`src/logic/sbw_pkg.sv`:
```
// constants, field layouts and encodings for the setup, watchdog and diagnosis registers
package sbw_pkg;
	// frame: 16 bits, least significant first; [2:0] mode, [5:3] select, [15:6] data
	localparam int FRAME_BITS = 16;
	localparam logic [4:0] FRAME_CNT = 5'h10;
	localparam logic [4:0] HDR_CNT = 5'h06;
	localparam logic [4:0] CNT_MAX = 5'h1F;
	localparam logic [2:0] MODE_READ_ONLY = 3'h7;
	localparam logic [2:0] SEL_THRESHOLD = 3'h4;
	localparam logic [2:0] SEL_COMM = 3'h5;
	localparam logic [2:0] SEL_WD = 3'h6;
	localparam logic [2:0] SEL_DIAG = 3'h7;
	localparam int MODE_LSB = 0;
	localparam int SEL_LSB = 3;
	localparam int DATA_LSB = 6;
	localparam int DATA_W = 10;
	// comm_setup stored as {lin[1:0], can[1:0], slope}
	localparam logic [4:0] COMM_RST = 5'h01;
	localparam int COMM_SLOPE_POS = 0;
	localparam int COMM_CAN_LSB = 1;
	localparam int COMM_LIN_LSB = 3;
	// watchdog_setup stored as {parity, type, enable, reserved, period[4:0]}
	localparam logic [8:0] WD_RST = 9'h1EF;
	localparam int WD_RSV_POS = 5;
	localparam int WD_EN_POS = 6;
	localparam int WD_TYPE_POS = 7;
	localparam int PAR_HI = 13;
	localparam int PAR_LO = 6;
	localparam int PAR_POS = 14;
	// sampled pin vector layout
	localparam int PIN_W = 6;
	localparam int PIN_SCLK = 0;
	localparam int PIN_CS = 1;
	localparam int PIN_SDI = 2;
	localparam int PIN_HW = 3;
	localparam logic [5:0] PIN_RST = 6'h02;
	localparam int HW_SDEV = 2;
	typedef enum logic [1:0] {
		SBW_CELL_OFF = 2'h0,
		SBW_CELL_WAKE = 2'h1,
		SBW_CELL_RX_ONLY = 2'h2,
		SBW_CELL_NORMAL = 2'h3
	} sbw_cell_e;
	typedef enum logic [1:0] {
		SBW_THR_INVALID = 2'h0,
		SBW_THR_LEVEL_ONE = 2'h1,
		SBW_THR_LEVEL_TWO = 2'h2,
		SBW_THR_LEVEL_THREE = 2'h3
	} sbw_thr_e;
	typedef enum logic [1:0] {
		SBW_RC_NONE = 2'h0,
		SBW_RC_SUPPLY_UV = 2'h1,
		SBW_RC_WD_FIRST = 2'h2,
		SBW_RC_SPI_OR_EXT = 2'h3
	} sbw_rc_e;
	typedef enum logic [2:0] {
		SBW_FB_NONE = 3'h0,
		SBW_FB_UV_TIMEOUT = 3'h1,
		SBW_FB_WD_ONE = 3'h2,
		SBW_FB_WD_TWO = 3'h3,
		SBW_FB_INIT_TIMEOUT = 3'h4,
		SBW_FB_OVERTEMP = 3'h5,
		SBW_FB_RESET_CLAMP = 3'h6,
		SBW_FB_RESERVED = 3'h7
	} sbw_fb_e;
	// watchdog period arithmetic in ms, 11 bits wide
	localparam logic [4:0] PER_SPLIT = 5'h10;
	localparam logic [10:0] PER_ONE = 11'h001;
	localparam logic [10:0] PER_STEP_LO = 11'h010;
	localparam logic [10:0] PER_STEP_HI = 11'h030;
	localparam logic [10:0] PER_OFFSET = 11'h1D0;
endpackage

```
`src/logic/sbw_period.sv`:
```
// watchdog period code to period in milliseconds, registered
`timescale 1ns/10ps
module sbw_period import sbw_pkg::*; (
	input wire logic clk, // core clock
	input wire logic rst, // synchronous reset, active high
	input wire logic [4:0] code, // period code
	output logic [10:0] ms_q // period in ms
);
	typedef struct packed {
		logic [10:0] ms;
	} sbw_per_s;
	sbw_per_s s_q;
	sbw_per_s s_d;
	logic [10:0] c11;

	always_comb begin
		c11 = {6'h00, code};
		s_d = s_q;
		if (code < PER_SPLIT) begin
			s_d.ms = 11'((c11 + PER_ONE) * PER_STEP_LO);
		end else begin
			s_d.ms = 11'(c11 * PER_STEP_HI - PER_OFFSET);
		end
	end

	always_ff @(posedge clk) begin
		if (rst) begin
			s_q.ms <= 11'(({6'h00, WD_RST[4:0]} + PER_ONE) * PER_STEP_LO);
		end else begin
			s_q <= s_d;
		end
	end

	assign ms_q = s_q.ms;
endmodule

```
`src/logic/sbw_regs.sv`:
```
// serial setup, watchdog and diagnosis registers of the system basis chip
`timescale 1ns/10ps
module sbw_regs import sbw_pkg::*; (
	input wire logic clk, // core clock, 200 MHz
	input wire logic rst, // synchronous reset, active high
	input wire logic spi_sclk, // serial clock pin
	input wire logic spi_cs_n, // chip select pin, active low
	input wire logic spi_sdi, // serial data in pin
	output logic spi_sdo, // serial data out
	output logic spi_sdo_oe, // data out enable
	input wire logic [2:0] hwcfg_pins, // hardware configuration pins
	input wire logic wd_fail, // watchdog failure pulse
	input wire logic wd_serviced, // watchdog correctly served pulse
	input wire logic wd_fail_count_select, // 0 one failure, 1 two failures
	input wire logic restart_cause_set, // restart event pulse
	input wire logic [1:0] restart_cause_in, // restart event code
	input wire logic fallback_set, // fallback event pulse
	input wire logic [2:0] fallback_cause_in, // fallback event code
	input wire logic lh_off, // fallback output switched off pulse
	input wire logic mode_exit, // leaving sleep or fail-safe pulse
	output logic lin_low_slope_bit, // LIN cells in low slope
	output logic [1:0] can_cell_mode, // CAN cell mode
	output logic [1:0] lin_cell_mode_field, // LIN cell mode
	output logic wd_type_select, // 1 time-out, 0 window
	output logic wd_enable_bit, // watchdog active
	output logic [10:0] wd_period_ms, // watchdog period in ms
	output logic wd_restart, // watchdog timing restart pulse
	output logic [1:0] threshold_level, // reset threshold level
	output logic sw_dev_mode, // software development mode
	output logic restart_req, // restart request pulse
	output logic lh_activate // fallback output activation pulse
);
	typedef enum logic [1:0] {
		SBW_ST_IDLE = 2'b01,
		SBW_ST_SHIFT = 2'b10
	} sbw_st_e;
	typedef struct packed {
		sbw_st_e st;
		logic [PIN_W-1:0] sy1;
		logic [PIN_W-1:0] sy2;
		logic [PIN_W-1:0] sy3;
		logic [PIN_W-1:0] filt;
		logic [FRAME_BITS-1:0] rx;
		logic [FRAME_BITS-1:0] tx;
		logic [FRAME_BITS-1:0] resp;
		logic [4:0] cnt;
		logic [4:0] comm;
		logic [8:0] wd;
		logic [1:0] thr;
		logic [1:0] rc;
		logic [2:0] fb;
		logic fail_one;
		logic wd_restart;
		logic restart_req;
		logic lh_activate;
	} sbw_regs_s;
	sbw_regs_s s_q;
	sbw_regs_s s_d;
	logic sclk_rise;
	logic sclk_fall;
	logic cs_fall;
	logic frame_end;
	logic [2:0] f_mode;
	logic [2:0] f_sel;
	logic [DATA_W-1:0] f_data;
	logic wr_ok;
	logic wd_par_ok;
	logic ro_diag;
	logic [4:0] wd_code;

	// read data of one select code, in the data field of the frame
	function automatic logic [DATA_W-1:0] reg_data(input logic [2:0] sel, input sbw_regs_s s);
		logic [DATA_W-1:0] r;
		r = '0;
		case (sel)
			SEL_THRESHOLD: r = {8'h00, s.thr};
			SEL_COMM: r = {5'h00, s.comm};
			SEL_WD: r = {1'b0, s.wd};
			SEL_DIAG: r = {2'h0, s.filt[PIN_HW +: 3], s.fb, s.rc};
			default: r = '0;
		endcase
		return r;
	endfunction

	always_comb begin
		frame_end = 1'b0;
		f_mode = s_q.rx[MODE_LSB +: 3];
		f_sel = s_q.rx[SEL_LSB +: 3];
		f_data = s_q.rx[DATA_LSB +: DATA_W];
		wr_ok = f_mode != MODE_READ_ONLY;
		wd_par_ok = (^s_q.rx[PAR_HI:PAR_LO]) == s_q.rx[PAR_POS];
		ro_diag = 1'b0;
		wd_code = s_q.wd[4:0];
		s_d = s_q;
		s_d.wd_restart = 1'b0;
		s_d.restart_req = 1'b0;
		s_d.lh_activate = 1'b0;
		// three-stage sampling; a change counts when stages two and three agree
		s_d.sy1 = {hwcfg_pins, spi_sdi, spi_cs_n, spi_sclk};
		s_d.sy2 = s_q.sy1;
		s_d.sy3 = s_q.sy2;
		s_d.filt = (~(s_q.sy2 ^ s_q.sy3) & s_q.sy2) | ((s_q.sy2 ^ s_q.sy3) & s_q.filt);
		sclk_rise = s_d.filt[PIN_SCLK] & ~s_q.filt[PIN_SCLK];
		sclk_fall = ~s_d.filt[PIN_SCLK] & s_q.filt[PIN_SCLK];
		cs_fall = ~s_d.filt[PIN_CS] & s_q.filt[PIN_CS];
		case (s_q.st)
			SBW_ST_IDLE: begin
				if (cs_fall) begin
					s_d.st = SBW_ST_SHIFT;
					s_d.cnt = '0;
					s_d.tx = s_q.resp; // answer prepared by the previous frame
				end
			end
			SBW_ST_SHIFT: begin
				if (s_d.filt[PIN_CS]) begin
					s_d.st = SBW_ST_IDLE;
					frame_end = s_q.cnt == FRAME_CNT;
				end else if (sclk_rise) begin
					s_d.rx = {s_q.filt[PIN_SDI], s_q.rx[FRAME_BITS-1:1]};
					if (s_q.cnt != CNT_MAX) begin
						s_d.cnt = 5'(s_q.cnt + 5'h01);
					end
					// read-only answers in this frame once the header is in
					if (5'(s_q.cnt + 5'h01) == HDR_CNT
						&& s_d.rx[FRAME_BITS-HDR_CNT +: 3] == MODE_READ_ONLY) begin
						s_d.tx[DATA_W:1] = reg_data(s_d.rx[FRAME_BITS-3 +: 3], s_q);
					end
				end else if (sclk_fall) begin
					s_d.tx = {1'b0, s_q.tx[FRAME_BITS-1:1]};
				end
			end
			default: begin
				s_d.st = SBW_ST_IDLE;
			end
		endcase
		if (frame_end) begin
			s_d.resp = {reg_data(f_sel, s_q), f_sel, f_mode};
			if (wr_ok) begin
				case (f_sel)
					SEL_COMM: s_d.comm = f_data[4:0];
					SEL_WD: begin
						if (wd_par_ok) begin
							s_d.wd = f_data[8:0];
							s_d.wd[WD_RSV_POS] = 1'b1;
							s_d.wd_restart = 1'b1;
							s_d.fail_one = 1'b0;
						end
					end
					SEL_THRESHOLD: begin
						if (f_data[1:0] != SBW_THR_INVALID) begin
							s_d.thr = f_data[1:0];
						end
					end
					default: s_d.thr = s_d.thr; // diagnosis select stores nothing
				endcase
			end else begin
				ro_diag = f_sel == SEL_DIAG;
			end
		end
		if (wd_serviced) begin
			s_d.fail_one = 1'b0;
		end
		// clears first, so an event in the same cycle wins
		if (ro_diag || mode_exit) begin
			s_d.rc = SBW_RC_NONE;
		end
		if (lh_off) begin
			s_d.fb = SBW_FB_NONE;
		end
		if (restart_cause_set) begin
			s_d.rc = restart_cause_in;
		end
		if (fallback_set && fallback_cause_in != SBW_FB_RESERVED) begin
			s_d.fb = fallback_cause_in;
		end
		if (wd_fail && !s_q.filt[PIN_HW + HW_SDEV]) begin
			if (!wd_fail_count_select || s_q.fail_one) begin
				s_d.lh_activate = 1'b1;
				s_d.fail_one = 1'b0;
				s_d.fb = wd_fail_count_select ? SBW_FB_WD_TWO : SBW_FB_WD_ONE;
			end else begin
				s_d.fail_one = 1'b1;
				s_d.restart_req = 1'b1;
				s_d.rc = SBW_RC_WD_FIRST;
			end
		end
	end

	always_ff @(posedge clk) begin
		if (rst) begin
			s_q <= '0;
			s_q.st <= SBW_ST_IDLE;
			s_q.sy1 <= PIN_RST;
			s_q.sy2 <= PIN_RST;
			s_q.sy3 <= PIN_RST;
			s_q.filt <= PIN_RST;
			s_q.comm <= COMM_RST;
			s_q.wd <= WD_RST;
			s_q.thr <= SBW_THR_LEVEL_ONE;
		end else begin
			s_q <= s_d;
		end
	end

	sbw_period u_period (
		.clk(clk),
		.rst(rst),
		.code(wd_code),
		.ms_q(wd_period_ms)
	);

	assign spi_sdo = s_q.tx[0];
	assign spi_sdo_oe = s_q.st == SBW_ST_SHIFT;
	assign lin_low_slope_bit = s_q.comm[COMM_SLOPE_POS];
	assign can_cell_mode = s_q.comm[COMM_CAN_LSB +: 2];
	assign lin_cell_mode_field = s_q.comm[COMM_LIN_LSB +: 2];
	assign wd_enable_bit = s_q.wd[WD_EN_POS];
	assign wd_type_select = s_q.wd[WD_TYPE_POS];
	assign wd_restart = s_q.wd_restart;
	assign threshold_level = s_q.thr;
	assign sw_dev_mode = s_q.filt[PIN_HW + HW_SDEV];
	assign restart_req = s_q.restart_req;
	assign lh_activate = s_q.lh_activate;
endmodule

```
`config.mk`:
```
export PLATFORM = sky130hd
export DESIGN_NAME = sbw_regs
export DESIGN_NICKNAME = d
export VERILOG_FILES = /design/src/logic/sbw_pkg.sv /design/src/logic/sbw_period.sv /design/src/logic/sbw_regs.sv
export SDC_FILE = /design/constraint.sdc
export NUM_CORES = 1
export LEC_CHECK = 0
export ABC_AREA = 1
export BUFFER_PORTS_ARGS = -buffer_cell sky130_fd_sc_hd__buf_2
export CAP_MARGIN = 40
export CORE_ASPECT_RATIO = 1.4
export CORE_MARGIN = 4
export CORE_UTILIZATION = 25
export CTS_CLUSTER_SIZE = 40
export DETAILED_ROUTE_END_ITERATION = 10
export SETUP_SLACK_MARGIN = 0.1
export SKIP_CTS_REPAIR_TIMING = 1
export SLEW_MARGIN = 15
export SYNTH_ARGS = -nofsm -noshare
export SYNTH_HDL_FRONTEND = slang
export SYNTH_SLANG_ARGS = --single-unit
```
`constraint.sdc`:
```
create_clock -name clk -period 4.32 [get_ports clk]
set_clock_uncertainty 0.15 [all_clocks]
set_input_delay 0.648 -clock clk [delete_from_list [all_inputs] [get_ports clk]]
set_output_delay 0.648 -clock clk [all_outputs]
set_load 0.03 [all_outputs]
```
==> flow_summary.toml, run 1 <==
[run_status]
outcome = "finished clean"

[worst_setup_path]
end_kind = "output pin"
critical_path_class = "reg -> out"
cp.required_ns = 3.52
r2r_slack_ns = 2.11
crit_path_start_kind = "register"
crit_fanout = 21
reg2reg_to = "s_q[49]$_SDFFE_PP0P_"
r2r_cells = 11
r2r-start = "s_q[25]$_SDFFE_PP0P_"
crit_arrival_ns = 1.68

[power_and_ir_drop]
pwr-share-seq_pct = 50.0
switching_share_pct = 26.11
p_per_area_nw_per_um2 = 373.7
p_switching_uw = 558.3
clkPwrFrac_pct = 39.5
p_leak_uw = 0.002452
peakVddDrop_mv = 0.2269
internal_power_uw = 1580
comb_power_share_pct = 10.5

[finish]
mostFrequentLayoutCells = "130 x nand2_1, 108 x dfxtp_1, 90 x inv_1"
layout.nets = 755
drive_above_1_share_pct = 11.43
utilization_pct = 28.83
diodes = 0
area_delta_synth_final_pct = 13.59
layout_commonest_cell = "nand2_1"
fillers = 2216

[die]
initial_utilization_pct = 25.38
io_pins = 46
die_y_um = 176.0
core_area_um2 = 19840
die_w_um = 128.0
placementRows = 61
die_area_um2 = 22520

[timing]
fmax_mhz = 403.0
holdWs_ns = 0.2535
rsz0062_at_grt = "no"
worst_pin_slew_ns = 0.5214
finalWorstSetupSlack_ns = 1.839
relSlewSlack_pct = 65.24
period_minus_slack_ns = 2.481
hold_viol_final = 0
fin_crit_sh_pct = 57.43
finalSetupTns_ns = 0
slew_violations = 0
finalSetupViolCount = 0

[global_route]
grt_overflow_total = 0
track_usage_pct = 11.26
grt_max_degree = 48
antenna_found_initial = 0
grt_pass1_wl_mm = 20.54
grt_pass1_vias = 4149

[cts]
root_buffer = "clkbuf_16"
clkTransAtPathRegs_ns = 0.08
htree_levels = 3
cts.sink_count = 108
cts_made_buffers = 9
cts.path.max_buffers = 2
worstSkewPairLatency_ns = 0.34
cts_tree = "built"

[flow_run]
cap_violations = 0

[drt]
viasPerCell = 4.495
routed-via-count = 4396
wl_per_cell_um = 13.01
dr.pass1.iters = 5
drc = 0
drt_iter0_drc = 226
ant_nets = 0
wl_mm = 12.73

[placed_design]
port_buffers = 41
place_hpwl_mm = 9.710
dp_slack_ns = 2.115
gp_congestion = 0.8357

[synth]
yosysSeqAreaShare_pct = 42.92
ys_types = 43
synth_area_per_cell_um2 = 7.258
ys_warn_count = 0
synth_seq_cells = 108
syn_inst = 694
syn-cell-area_um2 = 5037

[hold_path]
whs_endpoint = "s_d[84]$_SDFF_PP0_"
whs_path_depth = 2
min_path_type = "reg -> reg"
min_from = "s_d[90]$_SDFF_PP0_"
cell type report:
cell class              instances  area, um^2  share of cell area [%]
well taps                     252       315.3                   5.511
multi-input cells             465        2361                   41.26
inverters                      93       349.1                   6.101
clock inverters                 7       81.33                   1.421
flip-flops and latches        108        2162                   37.79
clock buffers                   9       225.2                   3.936
repair buffers                 44       227.7                   3.980
power by group through the flow:
stage	Clock (uW)	Sequential (uW)	Combinational [uW]
final	845	1070	224
after global placement	0	1090	224
after global routing	903	1070	259
after floorplan	0	1090	173
after detailed placement	0	1090	227
after CTS	865	1070	228
routing by layer:
layer	track usage [%]	vias up	wire [um]
li1	-	2293	-
met1	13.15	2004	5393
met2	19.51	74	6453
met3	1.877	25	343
met4	5.973	0	534
met5	0	-	0
worst max-delay path, stage by stage, from the launching register on:
cell and delay, ns:
dfxtp_1 0.31, inv_1 0.09, nand2_2 0.25, inv_1 0.40, buf_2 0.29
cells in the mapped netlist, drive strengths merged:
cell type	count	area [um^2]
or2	3	18.77
xnor2	2	17.52
nand3	62	332.8
conb	1	3.750
inv	93	349.1
nor2	89	361.6
a22oi	2	15.01
clkbuf	14	52.55
buf	17	123.9
o2111ai	2	17.52
a21oi	58	294.0
a31oi	3	18.77
dfxtp	108	2162
ha	13	162.7
xor2	4	35.03
o211ai	7	52.55
o21ai	55	279.0
o221ai	6	52.55
o21bai	1	7.510
nor3	4	36.29
fa	1	20.02
nand4	4	25.02
a22o	1	8.760
nand2	135	529.3
o22ai	6	37.54
a211oi	1	7.510
o311ai	1	8.760
o31ai	1	7.510
per-stage QoR:
stage	area [um^2]	total power (uW)	cells
final	5722	2138	978
after global routing	5722	2235	978
after CTS	5722	2161	978
after detailed placement	5415	1318	962
after global placement	5415	1314	962
after floorplan	5049	1265	697
how the worst max path moves through the flow:
stage                          startpoint                            to  slack (ns)
floorplan            s_q[11]$_SDFFE_PP1P_  u_period.ms_q[10]$_SDFF_PP0_        2.38
global placement     s_q[11]$_SDFFE_PP1P_  u_period.ms_q[10]$_SDFF_PP0_        2.13
detailed placement   s_q[25]$_SDFFE_PP0P_          s_q[51]$_SDFFE_PP0P_        2.12
CTS                 s_q[102]$_SDFFE_PP1P_                    spi_sdo_oe        1.82
global route        s_q[102]$_SDFFE_PP1P_                    spi_sdo_oe        1.69
finish              s_q[102]$_SDFFE_PP1P_                    spi_sdo_oe        1.84
kinds of logic after synthesis:
kind of cell	count (synthesis)	share of synthesized area, %
xor gates and xnor gates	6	1.043
AOI/OAI and AO/OA	144	16.02
buffers and inverters	124	10.43
and+or+nand+nor	297	25.88
adders and majority gates	14	3.627
DFF	108	42.92
other	1	0.07444
sequential cells by signal, summed over array words and instances, names as in the netlist, named ones only:
signal / flops
u_period.ms_q: 7
f_sel: 3
spi_sdo: 1
restart_req: 1
s_q: 56
threshold_level: 2
f_mode: 3
s_d: 12
lin_cell_mode_field: 2
wd_enable_bit: 1
wd_type_select: 1
f_data: 10
wd_restart: 1
can_cell_mode: 2
lin_low_slope_bit: 1
lh_activate: 1
(Power assumes the default switching activity.)
==> run 2: changes to the inputs <==
--- a/config.mk
+++ b/config.mk
@@ -5,7 +5,7 @@
 export SDC_FILE = /design/constraint.sdc
 export NUM_CORES = 1
 export LEC_CHECK = 0
-export ABC_AREA = 1
+export ABC_AREA = 0
 export BUFFER_PORTS_ARGS = -buffer_cell sky130_fd_sc_hd__buf_2
 export CAP_MARGIN = 40
 export CORE_ASPECT_RATIO = 1.4
==> constraint.sdc (replaced) <==
create_clock -name clk -period 2.3 [get_ports clk]
set_clock_uncertainty 0.15 [all_clocks]
set_input_delay 0.345 -clock clk [delete_from_list [all_inputs] [get_ports clk]]
set_output_delay 0.345 -clock clk [all_outputs]
set_load 0.03 [all_outputs]
==> run 2 against run 1 <==
Net effect:
- critical path type is now reg -> reg
- register-to-register slack got worse by 1.9 ns
- setup slack got worse by 1.7 ns
- synthesized cell count fell by 17%
- sequential share of layout area fell by 0.80 points
- worst hold slack got worse by 0.23 ns
- largest power group unchanged
- final area rose by 2.4%
==> flow_summary.toml, run 2 <==
[synth]
synth.most_common_cell = "dfxtp_1"
synth_common_cells = "108 x dfxtp_1, 81 x nand2_1, 69 x a21oi_1, 33 x nor2_1, 31 x o21ai_0"
synth_top_area_share_pct = 43.87
yosysSeqAreaShare_pct = 43.87
synth-async-reset-ratio_pct = 0
ys_warn_count = 0
synth_edf_count = 0
syn_inst = 574
ys_types = 56
synth_flop_cell = "dfxtp_1"
yosysTopAreaCell = "dfxtp_1"
syn-cell-area_um2 = 4928
synth_seq_cells = 108
synth_area_leaders = "dfxtp_1 44%, a21oi_1 7.0%, nand2_1 6.2%"
synth_area_per_cell_um2 = 8.586

[run_status]
outcome = "finished clean"

[placed_design]
gp_congestion = 0.7907
dp_slack_ns = 0.03391
placed_area_um2 = 5450
port_buffers = 41
place_hpwl_mm = 9.271

[timing]
hold_viol_final = 0
rsz0062_at_grt = "yes"
fmax_mhz = 468.1
finalSetupTns_ns = 0
fin_crit_sh_pct = 92.88
finalSetupViolCount = 0
period_minus_slack_ns = 2.136
finalWorstSetupSlack_ns = 0.1637
slew_violations = 0

[die]
initial_utilization_pct = 25.54
die_w_um = 126.7
die_area_um2 = 22060
io_pins = 46
placementRows = 60
core_area_um2 = 19290
die_y_um = 174.1

[worst_setup_path]
critical_path_class = "reg -> reg"
cp.required_ns = 2.36
crit_fanout = 8
crit_arrival_ns = 2.20
worstSetupStartpoint = "s_q[14]$_SDFFE_PP1P_"
crit_path_start_kind = "register"
reg2reg_to = "u_period.ms_q[9]$_SDFF_PP0_"
r2r_slack_ns = 0.16
end_kind = "register"
r2r_cells = 5
r2r-start = "s_q[14]$_SDFFE_PP1P_"

[drt]
dr.pass1.iters = 4
routed-via-count = 4121
drc = 0
viasPerCell = 4.770
drt_iter0_drc = 274
ant_nets = 0
wl_mm = 12.68
wl_per_cell_um = 14.67

[power_and_ir_drop]
total_power_uw = 3761
peakVddDrop_mv = 0.2855
p_per_area_nw_per_um2 = 641.9
p_leak_uw = 0.002201

[finish]
fillers = 2037
regMostFlops = "s_q"
drive_above_1_share_pct = 18.99
area_delta_synth_final_pct = 18.89
mostFrequentLayoutCells = "104 x dfxtp_1, 80 x nand2_1, 69 x a21oi_1"
diodes = 0
final_area_um2 = 5859
utilization_pct = 30.37
layout_commonest_cell = "dfxtp_1"
layout.nets = 645
largest_reg_flops = 56

[global_route]
track_usage_pct = 11.56
grt_overflow_total = 0
grt_pass1_vias = 4043
grt_max_degree = 81
antenna_found_initial = 0
grt_pass1_wl_mm = 20.51

[cts]
cts_made_buffers = 9
cts_tree = "built"
cts.path.max_buffers = 2
clkTransAtPathRegs_ns = 0.07
root_buffer = "clkbuf_16"
worstSkewPairLatency_ns = 0.36
cts.sink_count = 108
htree_levels = 3

[flow_run]
cap_violations = 0

[hold_path]
min_from = "spi_cs_n"
whs_path_depth = 2
min_path_type = "in -> reg"
whs_endpoint = "s_d[91]$_SDFF_PP1_"
## run 2: worst max-delay path by stage
| stage | endpoint | slack (ns) |
|---|---|---|
| 6_report | u_period.ms_q[9]$_SDFF_PP0_ | 0.16 |
| 5_1_grt | s_q[12]$_SDFFE_PP1P_ | 0.06 |
| 4_1_cts | s_q[3]$_SDFFE_PP0P_ | 0.005 |
| 3_5_place_dp | s_q[3]$_SDFFE_PP0P_ | 0.03 |
| 3_3_place_gp | s_q[15]$_SDFFE_PP0P_ | 0.1 |
| 2_1_floorplan | s_q[12]$_SDFFE_PP1P_ | 0.22 |
## run 2: cell type report
| type | count | area (um^2) | share of cell area (%) |
|---|---|---|---|
| Clock buffer | 9 | 225.2 | 3.844 |
| Timing Repair Buffer | 69 | 430.4 | 7.346 |
| Inverter | 14 | 52.55 | 0.8969 |
| Clock inverter | 7 | 113.9 | 1.943 |
| Multi-Input combinational cell | 409 | 2560 | 43.69 |
| Tap cell | 248 | 310.3 | 5.296 |
| Sequential cell | 108 | 2167 | 36.98 |
## run 2: metal layers
metal / vias to the layer above / part of all wire [%] / track usage (%)
met2: 96 / 50 / 19.70
met3: 31 / 4.1 / 2.090
met1: 1917 / 42 / 13.76
met5: - / 0 / 0
li1: 2077 / - / -
met4: 0 / 4.0 / 5.948
## run 2: cells by family (layout without fill, tap and decap cells)
logic type               after synthesis  count (layout)  synth area share [%]
flip-flops                           108             108                 43.87
AO/OA/AOI/OAI                        144             144                 17.62
adder cells (fa/ha/maj)               15              15                 3.935
AND/OR/NAND/NOR                      209             209                 20.08
other                                  1               4               0.07609
multiplexers                          21              21                 5.433
XOR/XNOR                              15              16                 3.402
buffers and inverters                 61              99                 5.585
## run 2: through the flow
stage,hold slack [ns],std cells
floorplan,0.2395,577
global placement,0.2524,846
detailed placement,0.2513,846
CTS,0.006181,862
global route,0.01711,864
finish,0.02022,864
## run 2: critical path, stage by stage (launching register included)
cell,delay [ns]
dfxtp_1,0.59
ha_1,0.36
a21oi_1,0.21
xor2_1,0.35
a2111o_1,0.20
o311ai_0,0.13
## run 2: report_power, final
| part | internal [uW] | total, uW | switching (uW) |
|---|---|---|---|
| logic | 37.8 | 106 | 68.2 |
| registers | 1890 | 1900 | 12.6 |
| clock network | 984 | 1750 | 769 |
| total | 2910 | 3760 | 850 |
